### config.mk
export PLATFORM = sky130hd
export DESIGN_NAME = stdp_port
export DESIGN_NICKNAME = d
export VERILOG_FILES = /design/src/stdp_clkdiv.v /design/src/stdp_port.v
export VERILOG_INCLUDE_DIRS = /design/src /design/src/src
export SDC_FILE = /design/constraint.sdc
export NUM_CORES = 1
export LEC_CHECK = 0
export ABC_AREA = 1
export BUFFER_PORTS_ARGS = -buffer_cell sky130_fd_sc_hd__clkbuf_2
export CAP_MARGIN = 10
export CORE_UTILIZATION = 59
export CTS_CLUSTER_DIAMETER = 150
export CTS_CLUSTER_SIZE = 8
export DETAILED_ROUTE_END_ITERATION = 16
export GPL_TIMING_DRIVEN = 0
export PLACE_DENSITY = 0.8
export SYNTH_ARGS = -nofsm -noshare
export SYNTH_HDL_FRONTEND = slang
export SYNTH_SLANG_ARGS = --single-unit
### constraint.sdc
create_clock -name sys_clk -period 3.4 [get_ports sys_clk]
set_clock_uncertainty 0.2 [all_clocks]
set_input_delay 0.68 -clock sys_clk [delete_from_list [all_inputs] [get_ports sys_clk]]
set_output_delay 0.68 -clock sys_clk [all_outputs]
set_load 0.1 [all_outputs]
### src/stdp_regs.vh
/*
 * register map, field positions, reset values and timing figures of the
 * synchronous terrestrial data port.
 * assumes: included by bare name from the design files under src/.
 */
`ifndef STDP_REGS_VH
`define STDP_REGS_VH

// ----------------------------------------------------------------------
// register byte offsets
// ----------------------------------------------------------------------
`define STDP_OFF_CTRL 8'h00
`define STDP_OFF_DIV 8'h04
`define STDP_OFF_STATUS 8'h08
`define STDP_OFF_MASK 8'h0C
`define STDP_OFF_STATE 8'h10
`define STDP_OFF_TXSHIFT 8'h14

// ----------------------------------------------------------------------
// control register fields
// ----------------------------------------------------------------------
`define STDP_CTRL_RS232 0
`define STDP_CTRL_SRC_LO 1
`define STDP_CTRL_SRC_HI 2
`define STDP_CTRL_ALARM_EN 3
`define STDP_CTRL_RTS_CARR 4
`define STDP_CTRL_CARR_MAN 5
`define STDP_CTRL_W 6
`define STDP_CTRL_RST 6'h00

// transmit clock source codes
`define STDP_SRC_INT 2'h0
`define STDP_SRC_RX 2'h1
`define STDP_SRC_EXT 2'h2

// ----------------------------------------------------------------------
// divider register: tx half period low, rx half period high
// ----------------------------------------------------------------------
`define STDP_DIV_RST 32'h007D007D
// first bit of the rx half period field
`define STDP_DIV_RX_LO 16

// ----------------------------------------------------------------------
// status / mask fields (sticky events)
// ----------------------------------------------------------------------
`define STDP_EV_SLIP 0
`define STDP_EV_ALARM 1
`define STDP_EV_W 2
`define STDP_EV_RST 2'h0

// ----------------------------------------------------------------------
// timing figures
// ----------------------------------------------------------------------
`define STDP_CLK_HZ 25000000
`define STDP_V35_BPS 10000000
`define STDP_RS232_BPS 100000
// least half period in clock cycles, rounded up
`define STDP_HALF_MIN(bps) ((`STDP_CLK_HZ + 2 * (bps) - 1) / (2 * (bps)))

`endif
### src/stdp_clkdiv.v
/*
 * clock divider: makes a square clock level plus one-cycle rise and fall
 * pulses from sys_clk, with a programmable half period.
 * assumes: half is at least 1 and is stable or changes between periods.
 */
module stdp_clkdiv #(
  parameter W = 16 // width of the half period count
) (
  input wire sys_clk,
  input wire nrst,
  input wire [W-1:0] half,
  output reg clk_out,
  output reg rise,
  output reg fall
);

  // cycles spent in the current half period
  reg [W-1:0] cnt_reg;

  // ----------------------------------------------------------------------
  // half period counter and toggle
  // ----------------------------------------------------------------------
  always @(posedge sys_clk or negedge nrst) begin
    if (!nrst) begin
      cnt_reg <= {W{1'b0}};
      clk_out <= 1'b0;
      rise <= 1'b0;
      fall <= 1'b0;
    end else if (cnt_reg + {{(W-1){1'b0}}, 1'b1} >= half) begin
      // end of half period: toggle and flag the edge
      cnt_reg <= {W{1'b0}};
      clk_out <= ~clk_out;
      rise <= ~clk_out;
      fall <= clk_out;
    end else begin
      cnt_reg <= cnt_reg + {{(W-1){1'b0}}, 1'b1};
      rise <= 1'b0;
      fall <= 1'b0;
    end
  end

endmodule // stdp_clkdiv

### src/stdp_port.v
/*
 * synchronous terrestrial data port: samples DTE transmit data on an
 * automatically chosen clock phase, makes the internal transmit clock and
 * the receive clock, launches receive data, watches RTS and DTR, gates the
 * carrier, and exposes control and status over an APB slave.
 * assumes: one clock sys_clk at 25 MHz; pins are plain levels, active high;
 * the modulator takes tx bits and the demodulator offers rx bits.
 */
// Local design decisions: the APB register port and the register offsets.
`include "stdp_regs.vh"

module stdp_port #(
  parameter GUARD = 8'h01, // a data edge must precede sampling by more than this many cycles
  parameter DW = 16        // divider half period width
) (
  input wire sys_clk,
  input wire nrst,
  // apb slave
  input wire psel,
  input wire penable,
  input wire pwrite,
  input wire [7:0] paddr,
  input wire [31:0] pwdata,
  output reg [31:0] prdata,
  output wire pready,
  output wire pslverr,
  output wire irq,
  // dte pins
  input wire ext_tx_clk,
  input wire tx_data_in,
  input wire rts_in,
  input wire dtr_in,
  output wire int_tx_clk_out,
  output wire rx_clk_out,
  output reg rx_data_out,
  output reg cts_out,
  // modem side
  output reg tx_bit,
  output reg tx_bit_valid,
  input wire rx_bit,
  input wire rx_bit_valid,
  output wire rx_bit_ready,
  output reg carrier_on
);

  // ----------------------------------------------------------------------
  // declarations
  // ----------------------------------------------------------------------
  localparam integer V35_HALF_I = `STDP_HALF_MIN(`STDP_V35_BPS);
  localparam integer RS232_HALF_I = `STDP_HALF_MIN(`STDP_RS232_BPS);
  // the floors are worked out wide, then cut to the divider width
  localparam [DW-1:0] V35_HALF = V35_HALF_I[DW-1:0];
  localparam [DW-1:0] RS232_HALF = RS232_HALF_I[DW-1:0];
  localparam [3:0] PIN_CLK = 4'h1; // synchroniser lane masks
  localparam [3:0] PIN_DAT = 4'h2;
  localparam [3:0] PIN_RTS = 4'h4;
  localparam [3:0] PIN_DTR = 4'h8;

  reg [`STDP_CTRL_W-1:0] ctrl_reg; // software control
  reg [31:0] div_reg; // tx and rx half periods
  reg [`STDP_EV_W-1:0] status_reg; // sticky events
  reg [`STDP_EV_W-1:0] status_next;
  reg [`STDP_EV_W-1:0] mask_reg; // interrupt mask
  reg [31:0] txshift_reg; // last sampled tx bits
  reg [3:0] s1_reg; // synchroniser first stage
  reg [3:0] s2_reg; // synchroniser second stage
  reg [1:0] iref_reg; // internal clock delayed to match pins
  reg ref_prev_reg; // previous reference clock level
  reg data_prev_reg; // previous data level
  reg [7:0] since_reg; // cycles since last data change
  reg phase_reg; // 0 samples on rising, 1 on falling
  reg rts_prev_reg;
  reg dtr_prev_reg;
  reg [DW-1:0] tx_half;
  reg [DW-1:0] rx_half;
  reg ref_lvl;
  wire [1:0] src;
  wire rs232;
  wire [DW-1:0] half_min;
  wire txd_clk;
  wire rxd_clk;
  wire rxd_fall;
  wire ref_rise;
  wire ref_fall;
  wire samp;
  wire dchg;
  wire slip_ev;
  wire alarm_ev;
  wire alarm_lvl;
  wire acc;
  wire rd_clr;
  wire mapped;

  assign src = ctrl_reg[`STDP_CTRL_SRC_HI:`STDP_CTRL_SRC_LO];
  assign rs232 = ctrl_reg[`STDP_CTRL_RS232];

  // ----------------------------------------------------------------------
  // pin synchronisers
  // ----------------------------------------------------------------------
  // only s2_reg is read below; the first stage feeds nothing else
  // two stages keep a metastable pin level away from the logic
  always @(posedge sys_clk or negedge nrst) begin
    if (!nrst) begin
      s1_reg <= 4'h0;
      s2_reg <= 4'h0;
    end else begin
      s1_reg <= {dtr_in, rts_in, tx_data_in, ext_tx_clk};
      s2_reg <= s1_reg;
    end
  end

  // ----------------------------------------------------------------------
  // rate clamping and clock generation
  // ----------------------------------------------------------------------
  // the floor per electrical mode keeps software from overdriving the line
  assign half_min = rs232 ? RS232_HALF : V35_HALF;

  // clamp both half periods to the mode floor
  always @* begin
    tx_half = div_reg[DW-1:0];
    rx_half = div_reg[`STDP_DIV_RX_LO+DW-1:`STDP_DIV_RX_LO];
    if (tx_half < half_min) begin
      tx_half = half_min;
    end
    if (rx_half < half_min) begin
      rx_half = half_min;
    end
  end

  // internal transmit clock
  stdp_clkdiv #(.W(DW)) u_txdiv (
    .sys_clk(sys_clk),
    .nrst(nrst),
    .half(tx_half),
    .clk_out(txd_clk),
    .rise(),
    .fall()
  );

  // receive clock toward the dte
  stdp_clkdiv #(.W(DW)) u_rxdiv (
    .sys_clk(sys_clk),
    .nrst(nrst),
    .half(rx_half),
    .clk_out(rxd_clk),
    .rise(),
    .fall(rxd_fall)
  );

  // rx-timed transmit follows the receive clock
  assign int_tx_clk_out = (src == `STDP_SRC_RX) ? rxd_clk : txd_clk;
  assign rx_clk_out = rxd_clk;

  // ----------------------------------------------------------------------
  // receive data launch
  // ----------------------------------------------------------------------
  // launching on the falling edge centres data under the rising edge
  assign rx_bit_ready = rxd_fall;

  // drive the next rx bit, mark idle with ones when none is offered
  always @(posedge sys_clk or negedge nrst) begin
    if (!nrst) begin
      rx_data_out <= 1'b1;
    end else if (rxd_fall) begin
      rx_data_out <= rx_bit_valid ? rx_bit : 1'b1;
    end
  end

  // ----------------------------------------------------------------------
  // reference clock selection for the phase check
  // ----------------------------------------------------------------------
  // delay the internal clock by two stages so that it lines up with
  // data that came through the pin synchroniser
  always @(posedge sys_clk or negedge nrst) begin
    if (!nrst) begin
      iref_reg <= 2'h0;
    end else begin
      iref_reg <= {iref_reg[0], int_tx_clk_out};
    end
  end

  // pick which clock the data is judged against
  always @* begin
    if (src == `STDP_SRC_EXT) begin
      ref_lvl = |(s2_reg & PIN_CLK);
    end else begin
      ref_lvl = iref_reg[1];
    end
  end

  assign ref_rise = ref_lvl & ~ref_prev_reg;
  assign ref_fall = ~ref_lvl & ref_prev_reg;
  assign samp = phase_reg ? ref_fall : ref_rise;
  assign dchg = (|(s2_reg & PIN_DAT)) ^ data_prev_reg;
  // trade-off: a short guard keeps fast clocks usable, but data edges
  // that come just outside it pass without a warning
  // a data edge inside the guard window means the phase is wrong
  assign slip_ev = samp & (dchg | (since_reg < GUARD));

  // ----------------------------------------------------------------------
  // phase tracking and transmit sampling
  // ----------------------------------------------------------------------
  // data is only taken at clock edges, never framed on start bits
  always @(posedge sys_clk or negedge nrst) begin
    if (!nrst) begin
      ref_prev_reg <= 1'b0;
      data_prev_reg <= 1'b0;
      since_reg <= 8'h00;
      phase_reg <= 1'b0;
      tx_bit <= 1'b0;
      tx_bit_valid <= 1'b0;
      txshift_reg <= 32'h00000000;
    end else begin
      ref_prev_reg <= ref_lvl;
      data_prev_reg <= |(s2_reg & PIN_DAT);
      // saturating age of the last data edge
      if (dchg) begin
        since_reg <= 8'h00;
      end else if (since_reg != 8'hFF) begin
        since_reg <= since_reg + 8'h01;
      end
      // swap to the opposite edge when data moves at the sample point
      if (slip_ev) begin
        phase_reg <= ~phase_reg;
      end
      tx_bit_valid <= samp;
      if (samp) begin
        tx_bit <= |(s2_reg & PIN_DAT);
        txshift_reg <= {txshift_reg[30:0], |(s2_reg & PIN_DAT)};
      end
    end
  end

  // ----------------------------------------------------------------------
  // control lines: alarm, carrier and cts
  // ----------------------------------------------------------------------
  assign alarm_lvl = ctrl_reg[`STDP_CTRL_ALARM_EN] &
    ~(|(s2_reg & PIN_RTS) & |(s2_reg & PIN_DTR));
  // event on either line going inactive while alarms are enabled
  assign alarm_ev = ctrl_reg[`STDP_CTRL_ALARM_EN] &
    ((rts_prev_reg & ~|(s2_reg & PIN_RTS)) |
     (dtr_prev_reg & ~|(s2_reg & PIN_DTR)));

  // carrier follows rts when selected, otherwise the manual bit
  always @(posedge sys_clk or negedge nrst) begin
    if (!nrst) begin
      rts_prev_reg <= 1'b0;
      dtr_prev_reg <= 1'b0;
      carrier_on <= 1'b0;
      cts_out <= 1'b0;
    end else begin
      rts_prev_reg <= |(s2_reg & PIN_RTS);
      dtr_prev_reg <= |(s2_reg & PIN_DTR);
      cts_out <= |(s2_reg & PIN_RTS);
      if (ctrl_reg[`STDP_CTRL_RTS_CARR]) begin
        carrier_on <= |(s2_reg & PIN_RTS);
      end else begin
        carrier_on <= ctrl_reg[`STDP_CTRL_CARR_MAN];
      end
    end
  end

  // ----------------------------------------------------------------------
  // apb slave
  // ----------------------------------------------------------------------
  // zero wait states: read data is prepared in the setup cycle
  assign acc = psel & penable;
  assign pready = acc;
  // read-only registers ignore writes without raising an error
  assign mapped = (paddr == `STDP_OFF_CTRL) || (paddr == `STDP_OFF_DIV) ||
    (paddr == `STDP_OFF_STATUS) || (paddr == `STDP_OFF_MASK) ||
    (paddr == `STDP_OFF_STATE) || (paddr == `STDP_OFF_TXSHIFT);
  assign pslverr = acc & ~mapped;
  assign rd_clr = acc & ~pwrite & (paddr == `STDP_OFF_STATUS);

  // sticky status: an event in the clearing cycle survives the clear
  always @* begin
    status_next = status_reg;
    if (rd_clr) begin
      status_next = {`STDP_EV_W{1'b0}};
    end
    if (slip_ev) begin
      status_next[`STDP_EV_SLIP] = 1'b1;
    end
    if (alarm_ev) begin
      status_next[`STDP_EV_ALARM] = 1'b1;
    end
  end

  // register writes, status update and read data capture
  always @(posedge sys_clk or negedge nrst) begin
    if (!nrst) begin
      ctrl_reg <= `STDP_CTRL_RST;
      div_reg <= `STDP_DIV_RST;
      mask_reg <= `STDP_EV_RST;
      status_reg <= `STDP_EV_RST;
      prdata <= 32'h00000000;
    end else begin
      status_reg <= status_next;
      if (acc && pwrite) begin
        if (paddr == `STDP_OFF_CTRL) begin
          ctrl_reg <= pwdata[`STDP_CTRL_W-1:0];
        end else if (paddr == `STDP_OFF_DIV) begin
          div_reg <= pwdata;
        end else if (paddr == `STDP_OFF_MASK) begin
          mask_reg <= pwdata[`STDP_EV_W-1:0];
        end
      end
      // capture in setup so the data stands through the access cycle
      if (psel && !penable && !pwrite) begin
        if (paddr == `STDP_OFF_CTRL) begin
          prdata <= {{(32-`STDP_CTRL_W){1'b0}}, ctrl_reg};
        end else if (paddr == `STDP_OFF_DIV) begin
          prdata <= div_reg;
        end else if (paddr == `STDP_OFF_STATUS) begin
          prdata <= {{(32-`STDP_EV_W){1'b0}}, status_next};
        end else if (paddr == `STDP_OFF_MASK) begin
          prdata <= {{(32-`STDP_EV_W){1'b0}}, mask_reg};
        end else if (paddr == `STDP_OFF_STATE) begin
          prdata <= {27'h0000000, alarm_lvl, carrier_on, phase_reg,
            |(s2_reg & PIN_DTR), |(s2_reg & PIN_RTS)};
        end else if (paddr == `STDP_OFF_TXSHIFT) begin
          prdata <= txshift_reg;
        end else begin
          prdata <= 32'h00000000;
        end
      end
    end
  end

  // level interrupt from unmasked sticky bits
  // a masked event still stays visible in the status register
  assign irq = |(status_reg & mask_reg);

endmodule // stdp_port

==> results of run 1 <==
layer usage:
layer | track usage | vias to the layer above
li1 | - | 3670
met1 | 0.371 | 3557
met2 | 0.470 | 212
met5 | 0 | -
met4 | 0.102 | 0
met3 | 0.0513 | 31
stage by stage:
step                total power (W)  instance area, um2  TNS (ns)
CTS                         0.00442               10100         0
global placement            0.00259                9450   -229.50
finish                      0.00440               10200         0
global route                0.00455               10200    -0.250
floorplan                   0.00245                8750         0
detailed placement          0.00260                9480     -5.37
worst paths after layout:
kind	slack, ns	startpoint	cells after the start	endpoint
max	0.16	ctrl_reg[0]	17	u_txdiv.cnt_reg[12]
min	-0.009	nrst	1	prdata[29]
max reg2reg	0.16	ctrl_reg[0]	17	u_txdiv.cnt_reg[12]
min reg2reg	0.15	s1_reg[0]	0	s2_reg[0]
max in group asynchronous	2.12	nrst	2	ctrl_reg[0]
min in group sys_clk	0.15	s1_reg[0]	0	s2_reg[0]
synthesized netlist by cell type (4+ instances only):
cell,instances,area (um2)
nand3_1,44,220
ha_1,48,601
clkbuf_1,8,30.0
inv_1,161,604
nor3_2,4,40.0
dfrtp_1,154,3850
dfstp_2,13,342
xor2_1,19,166
buf_6,6,67.6
a21oi_1,51,255
buf_2,10,50.1
nand4_1,19,119
nor2_1,106,398
nand2_1,261,980
o21bai_1,5,37.5
nand2_2,4,25.0
o21ai_1,11,55.1
nor3_1,15,75.1
or2_2,4,25.0
o22ai_1,26,163
o21ai_0,62,310
layout make-up:
cell class	count	area (um2)	area share
inverter	165	626	0.0613
clock inverter	11	88.8	0.00870
sequential	167	4200	0.411
timing repair buffer	104	574	0.0562
tap	184	230	0.0225
clock buffer	21	470	0.0461
multi-input combinational	712	3850	0.377
buffer	26	171	0.0168
critical path: cells and delay by family (launching register included):
kind / cells / cell delay, ns
simple gates: 10 / 1.27
buf+inv: 4 / 0.55
fa+ha+maj: 2 / 0.52
flops: 1 / 0.44
compound gates: 1 / 0.18
cells by family (layout without fill, tap and decap cells):
kind of cell | Yosys count | count (layout) | synth area share
multiplexers | 1 | 1 | 0.00172
flip-flops | 167 | 167 | 0.481
AO/OA/AOI/OAI | 167 | 167 | 0.104
adder cells (fa/ha/maj) | 48 | 48 | 0.0688
AND/OR/NAND/NOR | 473 | 474 | 0.232
XOR/XNOR | 22 | 22 | 0.0221
buffers and inverters | 192 | 327 | 0.0907
report_power, final:
group	internal [W]	switching [W]
registers	0.00204	0.0000441
logic	0.000104	0.000374
clock network	0.00100	0.000825
what timing repair did:
item,CTS,global route
setup buffers,2,7
resized for setup,6,12
cloned,0,2
pin swaps,0,6
endpoints found under the setup margin,35,35
==> results.md, run 1 <==
- Async SR Flop Fraction: 1.00
- CP Class: reg2reg
- M1 WL: 8760 um
- Area delta synth->final: 17.0%
- Diode count: 0
- Util after Layout: 0.705
- Yosys reg bits: 167
- Req. time, crit path: about 3.6 ns
- Crit-path cells: clkinvlp_4 > buf_4 > ha_1 > inv_1 > nor3_1 > nor3_2 > nand4_1 > nand2_2 > ha_4 > a21oi_1 > nand2_1 > nand2_1 > nand2_1 > nand2_2 > nand3_4 > buf_2 > nor2_1
- Sequential share of the synthesized area: 0.481
- Cell repeated most along the worst path: nand2_1
- CP Capture Type: flop
- Clock root buffer: clkbuf_16
- Synthesized Nets: 1169
- Non-Filler Instances: 1390
- Met3 Wirelength: around 1000 um
- Leakage: around 5.4 nW
- Layout cells sized above 1: 0.173
- Die X: 124 um
- Crit path time final: 3.24 ns
- DR vias: 7470
- Slew Viols, Final: 0
- Synth Flop Type: dfrtp_1
- Setup slack after layout: 0.161 ns
- Global Route Usage Sum: 0.283
- Final Setup Violations: 0
- Worst EP arrival: 3.39 ns
- Hold-fix buffers, CTS: 0
- Cell count after placement: approximately 1300
- Post-Syn Area per Cell: between 8 and 9 um2
- Top layer in use: met4
- Yosys cell types: between 40 and 50
- Fmax: between 0.3 and 0.4 GHz
- Nets: roughly 1300
- Rel. slew slack: 0.630
- PD cells: 430 nW/um2
- Final HPWL DP: roughly 15000 um
- CTS H-tree lvls: 4
- Initial Util: 0.603
- Core Area: 14500 um2
- Worst setup SP type: flop
- Crit Path Max Fanout: 7
- Die ar.: approximately 15000 um2
- # IOs: 94
- Synth Cell Area: between 8000 and 9000 um2
- Commonest non-fill, non-tap cells in the layout: nand2_1 (258), inv_1 (160), dfrtp_1 (153), nor2_1 (106), clkbuf_2 (92)
- CTS max path bufs: 2
- Crit-path slowest cell: dfrtp_2
- Final Hold Viols: 7
- Hold Path Class: in2async
- Worst skew pair latency: 0.43 ns
- Post-synthesis instance total: approximately 1100
- First-pass GRT wire length: 32700 um
- Antenna Nets Post-Route: 0
- Commonest non-fill, non-tap cell in the layout: nand2_1
- Max VDD drop: approximately 0.00036 V
- Drc violations: 0
- Status: finished, violations left
- CTS tree: built
- CP peak stage delay: 0.44 ns
- Initial antenna violation count: 0
- Final hold slack: -0.00891 ns
- Clock Sinks: roughly 170
- # fillers: approximately 1100
- Routed WL: about 20000 um
- Clock-pin slew on the worst setup and hold paths: roughly 0.07 ns
- RePlAce Congestion: around 0.92
- Worst-Margin Slew: between 0.5 and 0.6 ns
- Number of synthesized flops with an enable pin: 0
- Max_cap viols: 0
- Period utilization: 0.953
- Failing checks: hold timing
- Detailed-route wire length per cell: 14.6 um
- Yosys warns: 0
- Pin count of the biggest net entering global routing: approximately 120
- Placement Setup Slack: -0.275 ns
- Met2 WL: between 10000 and 15000 um
- Grt total ovfl: 0
- IO Port Bufs: 93
- Total CTS buffers: 17
- Vias per Instance: 5.37
- Pre-Repair DR Iteration Count: 7
- Vias in the first global route: approximately 7000
- Die Ht: approximately 120 um
- 1st-iter DRT viols: 615
- Core Rows: between 40 and 50
Power figures use the tool's default switching activity.
==> run 2, diff against run 1 <==
--- a/config.mk
+++ b/config.mk
@@ -6,7 +6,6 @@
 export SDC_FILE = /design/constraint.sdc
 export NUM_CORES = 1
 export LEC_CHECK = 0
-export ABC_AREA = 1
 export BUFFER_PORTS_ARGS = -buffer_cell sky130_fd_sc_hd__clkbuf_2
 export CAP_MARGIN = 10
 export CORE_UTILIZATION = 59
==> results.md, run 2 <==
- Synth Cell Area: 8450 um2
- Slew Viols, Final: 0
- Commonest non-fill, non-tap cell in the layout: dfrtp_1
- Die Ht: between 100 and 150 um
- Die X: ~120 um
- Worst setup SP type: flop
- Synth Flop Type: dfrtp_1
- Clock-pin slew on the worst setup and hold paths: 0.07 ns
- Met3 Wirelength: 935 um
- Max_cap viols: 0
- RePlAce Congestion: about 0.88
- Setup_tns: -3.44 ns
- Area delta synth->final: 22.9%
- CTS H-tree lvls: 4
- Combinational Power Share: 0.154
- M1 WL: around 9200 um
- CP peak stage delay: roughly 0.43 ns
- CP Class: reg2reg
- DR vias: 6693
- Crit-path cells: inv_6 > buf_12 > ha_4 > or4_4 > nor4_4 > o21ai_2 > a21oi_4 > mux2_4 > ha_4 > nand2b_4 > a211oi_2 > o211a_1 > o21ai_4 > buf_8 > a21oi_1
- Setup slack after layout: -0.155 ns
- Internal power: ~0.0033 W
- Layout cells sized above 1: 0.315
- Hold Path Class: in2async
- Crit-path slowest cell: or4_4
- Yosys warns: 0
- Status: finished, violations left
- Initial antenna violation count: 0
- Grt total ovfl: 0
- Antenna Nets Post-Route: 0
- Max VDD drop: around 0.00041 V
- Placement Setup Slack: -0.629 ns
- Post-synthesis instance total: about 800
- Crit path time final: between 3 and 4 ns
- Leakage: ~5.1 nW
- CTS max path bufs: 2
- Sw frac: 0.308
- CP Capture Type: flop
- Failing checks: setup timing
- Worst skew pair latency: between 0.4 and 0.5 ns
- Post-Syn Area per Cell: between 10 and 15 um2
- Clock Sinks: about 170
- Die ar.: about 15000 um2
- PD cells: about 460 nW/um2
- Global Route Usage Sum: 0.293
- Commonest cells in the netlist: dfrtp_1 (154), nor2_1 (78), nand2_1 (63)
- Crit Reg-Reg Startpoint: ctrl_reg[0]
- Worst EP arrival: roughly 3.7 ns
- Core Rows: 43
- Total CTS buffers: 17
- Count leader, synth: dfrtp_1
- Diode count: 0
- Rel. slew slack: 0.549
- Final Setup Violations: 33
- Crit Path Max Fanout: 6
- Period utilization: 1.05
- Initial Util: 0.606
- Drc violations: 0
- Met2 WL: between 9000 and 10000 um
- Sequential share of the synthesized area: 0.497
- Final Hold Viols: 0
- Clk network pwr share: 0.400
- Vias per Instance: a little under 6
- R2R depth: 15
- Hold-fix buffers, CTS: 0
- Yosys top cell by area: dfrtp_1
- Yosys reg bits: around 170
- 1st-iter DRT viols: 470
- Nets: around 1000
- Core Area: 13900 um2
- Fmax: approximately 0.28 GHz
- Req. time, crit path: roughly 3.5 ns
- Pin count of the biggest net entering global routing: 118
- First-pass GRT wire length: about 33000 um
- Commonest non-fill, non-tap cells in the layout: dfrtp_1 (153), clkbuf_2 (96), nor2_1 (77), nand2_1 (63), mux2_2 (53)
- Cell repeated most along the worst path: ha_4
- Clock root buffer: clkbuf_16
- Number of synthesized flops with an enable pin: 0
- Top layer in use: met4
- Routed WL: 20500 um
- Synth top area share: 0.456
- IO Port Bufs: a little over 90
- # IOs: between 90 and 100
- Detailed-route wire length per cell: 18.2 um
- End of the worst register-to-register path: u_txdiv.cnt_reg[6]
- Synthesized Nets: between 800 and 900
- Reg-to-reg slack, setup: -0.16 ns
- Pre-Repair DR Iteration Count: 6
- Psw: ~0.0015 W
- CTS tree: built
- Yosys cell types: between 50 and 60
- Sequential power share: 0.446
- Async SR Flop Fraction: 1.00
- Worst-Margin Slew: 0.670 ns
- Ranking of synthesized cells by area: dfrtp_1 (46%), ha_1 (7.1%), mux2_2 (7.1%), dfstp_2 (4.0%), nor2_1 (3.5%)
- Final HPWL DP: between 10000 and 15000 um
- RSZ-0062 raised after global routing: yes
- Vias in the first global route: ~6600
[run 2: cell type report]
| cell class | count | area, um2 |
|---|---|---|
| well taps | 180 | 225 |
| repair buffers | 117 | 733 |
| fillers | 920 | 3550 |
| flip-flops and latches | 167 | 4200 |
| multi-input cells | 546 | 4250 |
| clock buffers | 18 | 439 |
| inverters | 50 | 193 |
| plain buffers | 35 | 201 |
| clock inverters | 13 | 145 |
[run 2: timing repair]
action | 4_1_cts | 5_1_grt
buffers inserted | 17 | 4
endpoints found under the setup margin | 35 | 35
gates resized for setup | 44 | 26
cloned | 2 | 0
pin swaps | 28 | 14
[run 2: metal layers]
| layer | track usage | vias to the layer above |
|---|---|---|
| met1 | 0.401 | 3306 |
| met4 | 0.109 | 0 |
| li1 | - | 3143 |
| met3 | 0.0524 | 42 |
| met5 | 0 | - |
| met2 | 0.467 | 202 |
[run 2: power by group through the flow]
| stage | combinational [W] | sequential [W] | clock, W |
|---|---|---|---|
| after floorplan | 0.000168 | 0.00254 | 0 |
| after detailed placement | 0.000731 | 0.00217 | 0 |
| after global routing | 0.000782 | 0.00215 | 0.00203 |
| final | 0.000737 | 0.00214 | 0.00192 |
| after CTS | 0.000738 | 0.00214 | 0.00194 |
| after global placement | 0.000717 | 0.00217 | 0 |
[run 2: how the worst max path moves through the flow]
stage	start	end	slack (ns)	cells past startpoint
2_1_floorplan	ctrl_reg[0]	u_rxdiv.cnt_reg[10]	-0.12	14
3_3_place_gp	nrst	ctrl_reg[0]	-1.80	1
3_5_place_dp	ctrl_reg[0]	u_rxdiv.cnt_reg[13]	-0.63	14
4_1_cts	ctrl_reg[0]	u_txdiv.cnt_reg[6]	-0.18	15
5_1_grt	ctrl_reg[0]	u_rxdiv.clk_out	-0.28	15
6_report	ctrl_reg[0]	u_txdiv.cnt_reg[6]	-0.16	15
[run 2: critical path: cells and delay by family (launching register included)]
family,cells,cell delay (ns)
and+or+nand+nor,3,0.69
adders and majority gates,2,0.41
DFF,1,0.41
AOI/OAI and AO/OA,6,1.02
muxes,1,0.34
buffers and inverters,3,0.35
[run 2: per-stage QoR]
step | power (W) | util | area, um2 | cells | hold slack [ns]
detailed placement | 0.00290 | 0.668 | 9300 | 1072 | 0.140
global placement | 0.00289 | 0.665 | 9270 | 1071 | 0.136
CTS | 0.00481 | 0.737 | 10300 | 1122 | 0.00545
floorplan | 0.00271 | - | 8580 | 798 | 0.131
finish | 0.00480 | 0.745 | 10400 | 1126 | 0.00149
global route | 0.00496 | 0.745 | 10400 | 1126 | 0.0233
[run 2: logic make-up after synthesis]
kind of cell	after synthesis	synth area share
flops	167	0.497
buf+inv	85	0.0419
mux	72	0.0959
fa+ha+maj	48	0.0711
simple gates	222	0.122
xor+xnor	31	0.0321
compound gates	173	0.140
==> run 3, diff against run 2 <==
==> constraint.sdc (replaced) <==
create_clock -name sys_clk -period 3.4 [get_ports sys_clk]
set_clock_uncertainty 0.2 [all_clocks]
set_input_delay 0.17 -clock sys_clk [delete_from_list [all_inputs] [get_ports sys_clk]]
set_output_delay 0.17 -clock sys_clk [all_outputs]
set_load 0.1 [all_outputs]
==> results.md, run 3 (same netlist as run 2, synthesis figures left out) <==
- Max_cap viols: 0
- CTS max path bufs: 2
- Crit Path Max Fanout: 7
- Clock Sinks: 167
- Routed WL: 22400 um
- Sw frac: 0.309
- Layout Cell Area excl Fill: 10800 um2
- Worst path top cell family by delay: compound AO/OA/AOI/OAI gates
- Internal power: roughly 0.0033 W
- CP Buf/Inv Count: 4
- Worst EP arrival: about 3.7 ns
- # fillers: around 810
- DP Area: 9300 um2
- Drc violations: 0
- Vias in the first global route: between 7000 and 8000
- Final Hold Viols: 0
- Vias per Instance: ~6
- Area delta synth->final: 28.3%
- Hold_sp: paddr[2]
- CTS tree: built
- Req. time, crit path: between 3 and 4 ns
- Core Rows: 43
- IO Port Bufs: 93
- CTS H-tree lvls: 4
- Failing checks: setup timing
- Clock-pin slew on the worst setup and hold paths: 0.07 ns
- Setup slack after layout: -0.196 ns
- # IOs: 94
- Rel. slew slack: 0.526
- Die X: 122 um
- Final hold slack: 0.0166 ns
- Crit path time final: between 3 and 4 ns
- Cell repeated most along the worst path: buf_8
- Combinational Power Share: 0.163
- Worst-Margin Slew: approximately 0.71 ns
- CP peak stage delay: between 0.4 and 0.5 ns
- Leakage: 5.21 nW
- Commonest non-fill, non-tap cells in the layout: dfrtp_1 (153), clkbuf_2 (93), nor2_1 (77), nand2_1 (62), mux2_2 (53)
- Top layer in use: met4
- Crit-path cells: inv_6 > buf_8 > ha_1 > a21o_1 > a21oi_2 > o21ai_2 > a21oi_4 > buf_12 > mux2i_1 > ha_2 > o21a_1 > o211ai_1 > a211o_1 > o21ai_4 > buf_8 > a21oi_1
- Die ar.: around 15000 um2
- Die Ht: approximately 120 um
- Non-Filler Instances: 1170
- RePlAce Congestion: 0.858
- Worst setup SP type: flop
- Fmax: around 0.28 GHz
- Psw: 0.00149 W
- Detailed-route wire length per cell: between 15 and 20 um
- Global Route Usage Sum: 0.311
- DR vias: 7023
- Sequential power share: 0.443
- Crit Reg-Reg Startpoint: ctrl_reg[0]
- Crit-path slowest cell: dfrtp_2
- Nets: about 1100
- Hold Path Class: in2reg
- Layout cells sized above 1: 0.302
- Status: finished, violations left
- CP Class: reg2reg
- Grt total ovfl: 0
- Period utilization: 1.06
- Pre-Repair DR Iteration Count: 5
- Total CTS buffers: 17
- M1 WL: between 9000 and 10000 um
- Worst skew pair latency: about 0.43 ns
- Final Setup Violations: 31
- 1st-iter DRT viols: between 600 and 700
- Diode count: 0
- RSZ-0062 raised after global routing: yes
- Clk network pwr share: 0.394
- Slew Viols, Final: 0
- Initial antenna violation count: 0
- Initial Util: 0.606
- Max VDD drop: 0.000414 V
- Cell count after placement: approximately 1100
- Pin count of the biggest net entering global routing: 108
- Clock root buffer: clkbuf_16
- Commonest non-fill, non-tap cell in the layout: dfrtp_1
- First-pass GRT wire length: roughly 35000 um
- Met2 WL: between 10000 and 15000 um
- Antenna Nets Post-Route: 0
- CP startpoint: ctrl_reg[0]
- Core Area: between 10000 and 15000 um2
- Met3 Wirelength: roughly 1100 um
- CP Capture Type: flop
- Final HPWL DP: 14300 um
- PD cells: 446 nW/um2
run 3: cell count changes in the layout (fill, tap and decap cells not counted), moves of 3 or more:
| cell | delta |
|---|---|
| clkbuf_1 | +4 |
| clkinvlp_4 | +3 |
| mux2i_1 | -3 |
| dlygate4sd3_1 | +44 |
| ha_2 | +4 |
| ha_1 | -3 |
| clkbuf_8 | +3 |
| inv_6 | -4 |
| clkbuf_2 | -3 |
| a21oi_1 | +3 |
| a21oi_2 | -3 |
run 3: worst paths after layout:
check	endpoint	slack (ns)	cells past startpoint
setup reg to reg	u_txdiv.cnt_reg[9]	-0.20	16
hold / removal	mask_reg[1]	0.02	5
min in group asynchronous	since_reg[2]	0.08	2
hold reg to reg	s2_reg[3]	0.15	0
max in group asynchronous	div_reg[19]	2.02	3
setup / recovery	u_txdiv.cnt_reg[9]	-0.20	16
run 3: area by class of cell:
class | instances | area [um2] | share of cell area
timing repair buffer | 160 | 1170 | 0.108
clock buffer | 23 | 488 | 0.0450
buffer | 35 | 198 | 0.0182
tap | 180 | 225 | 0.0208
inverter | 50 | 193 | 0.0178
multi-input combinational | 546 | 4270 | 0.394
clock inverter | 9 | 92.6 | 0.00855
sequential | 167 | 4200 | 0.387
run 3: timing repair:
| item | in CTS | in global routing |
|---|---|---|
| pin swaps | 20 | 16 |
| setup buffers | 17 | 4 |
| gates resized for setup | 38 | 37 |
| hold buffers | 44 | 0 |
| hold endpoints to repair | 108 | 0 |
| endpoints found under the setup margin | 35 | 35 |
| gates cloned | 2 | 0 |
run 3: per-layer routing:
layer	global-route usage	vias to the layer above
li1	-	3230
met2	0.514	275
met5	0	-
met1	0.407	3469
met4	0.119	0
met3	0.0562	49
run 3: power by group through the flow:
stage / Clock, W / Combinational (W) / Sequential, W
after detailed placement: 0 / 0.000734 / 0.00217
after global placement: 0 / 0.000720 / 0.00217
after floorplan: 0 / 0.000168 / 0.00254
after global routing: 0.00200 / 0.000828 / 0.00215
final: 0.00190 / 0.000785 / 0.00214
after CTS: 0.00191 / 0.000778 / 0.00214
run 3: worst register-to-register path, cell delays in order (launching register included):
cell      delay, ns
dfrtp_2        0.43
inv_6          0.07
buf_8          0.14
ha_1           0.32
a21o_1         0.21
a21oi_2        0.17
o21ai_2        0.09
a21oi_4        0.18
buf_12         0.14
mux2i_1        0.21
ha_2           0.21
o21a_1         0.13
o211ai_1       0.08
a211o_1        0.36
o21ai_4        0.29
buf_8          0.16
a21oi_1        0.08
run 3: through the flow:
step	TNS, ns	setup slack [ns]	util	total power, W
global route	-8.50	-0.303	0.777	0.00497
floorplan	-0.624	-0.0916	-	0.00271
global placement	-163.25	-1.30	0.665	0.00289
CTS	-4.17	-0.163	0.766	0.00482
finish	-4.23	-0.196	0.777	0.00483
detailed placement	-16.88	-0.559	0.668	0.00290
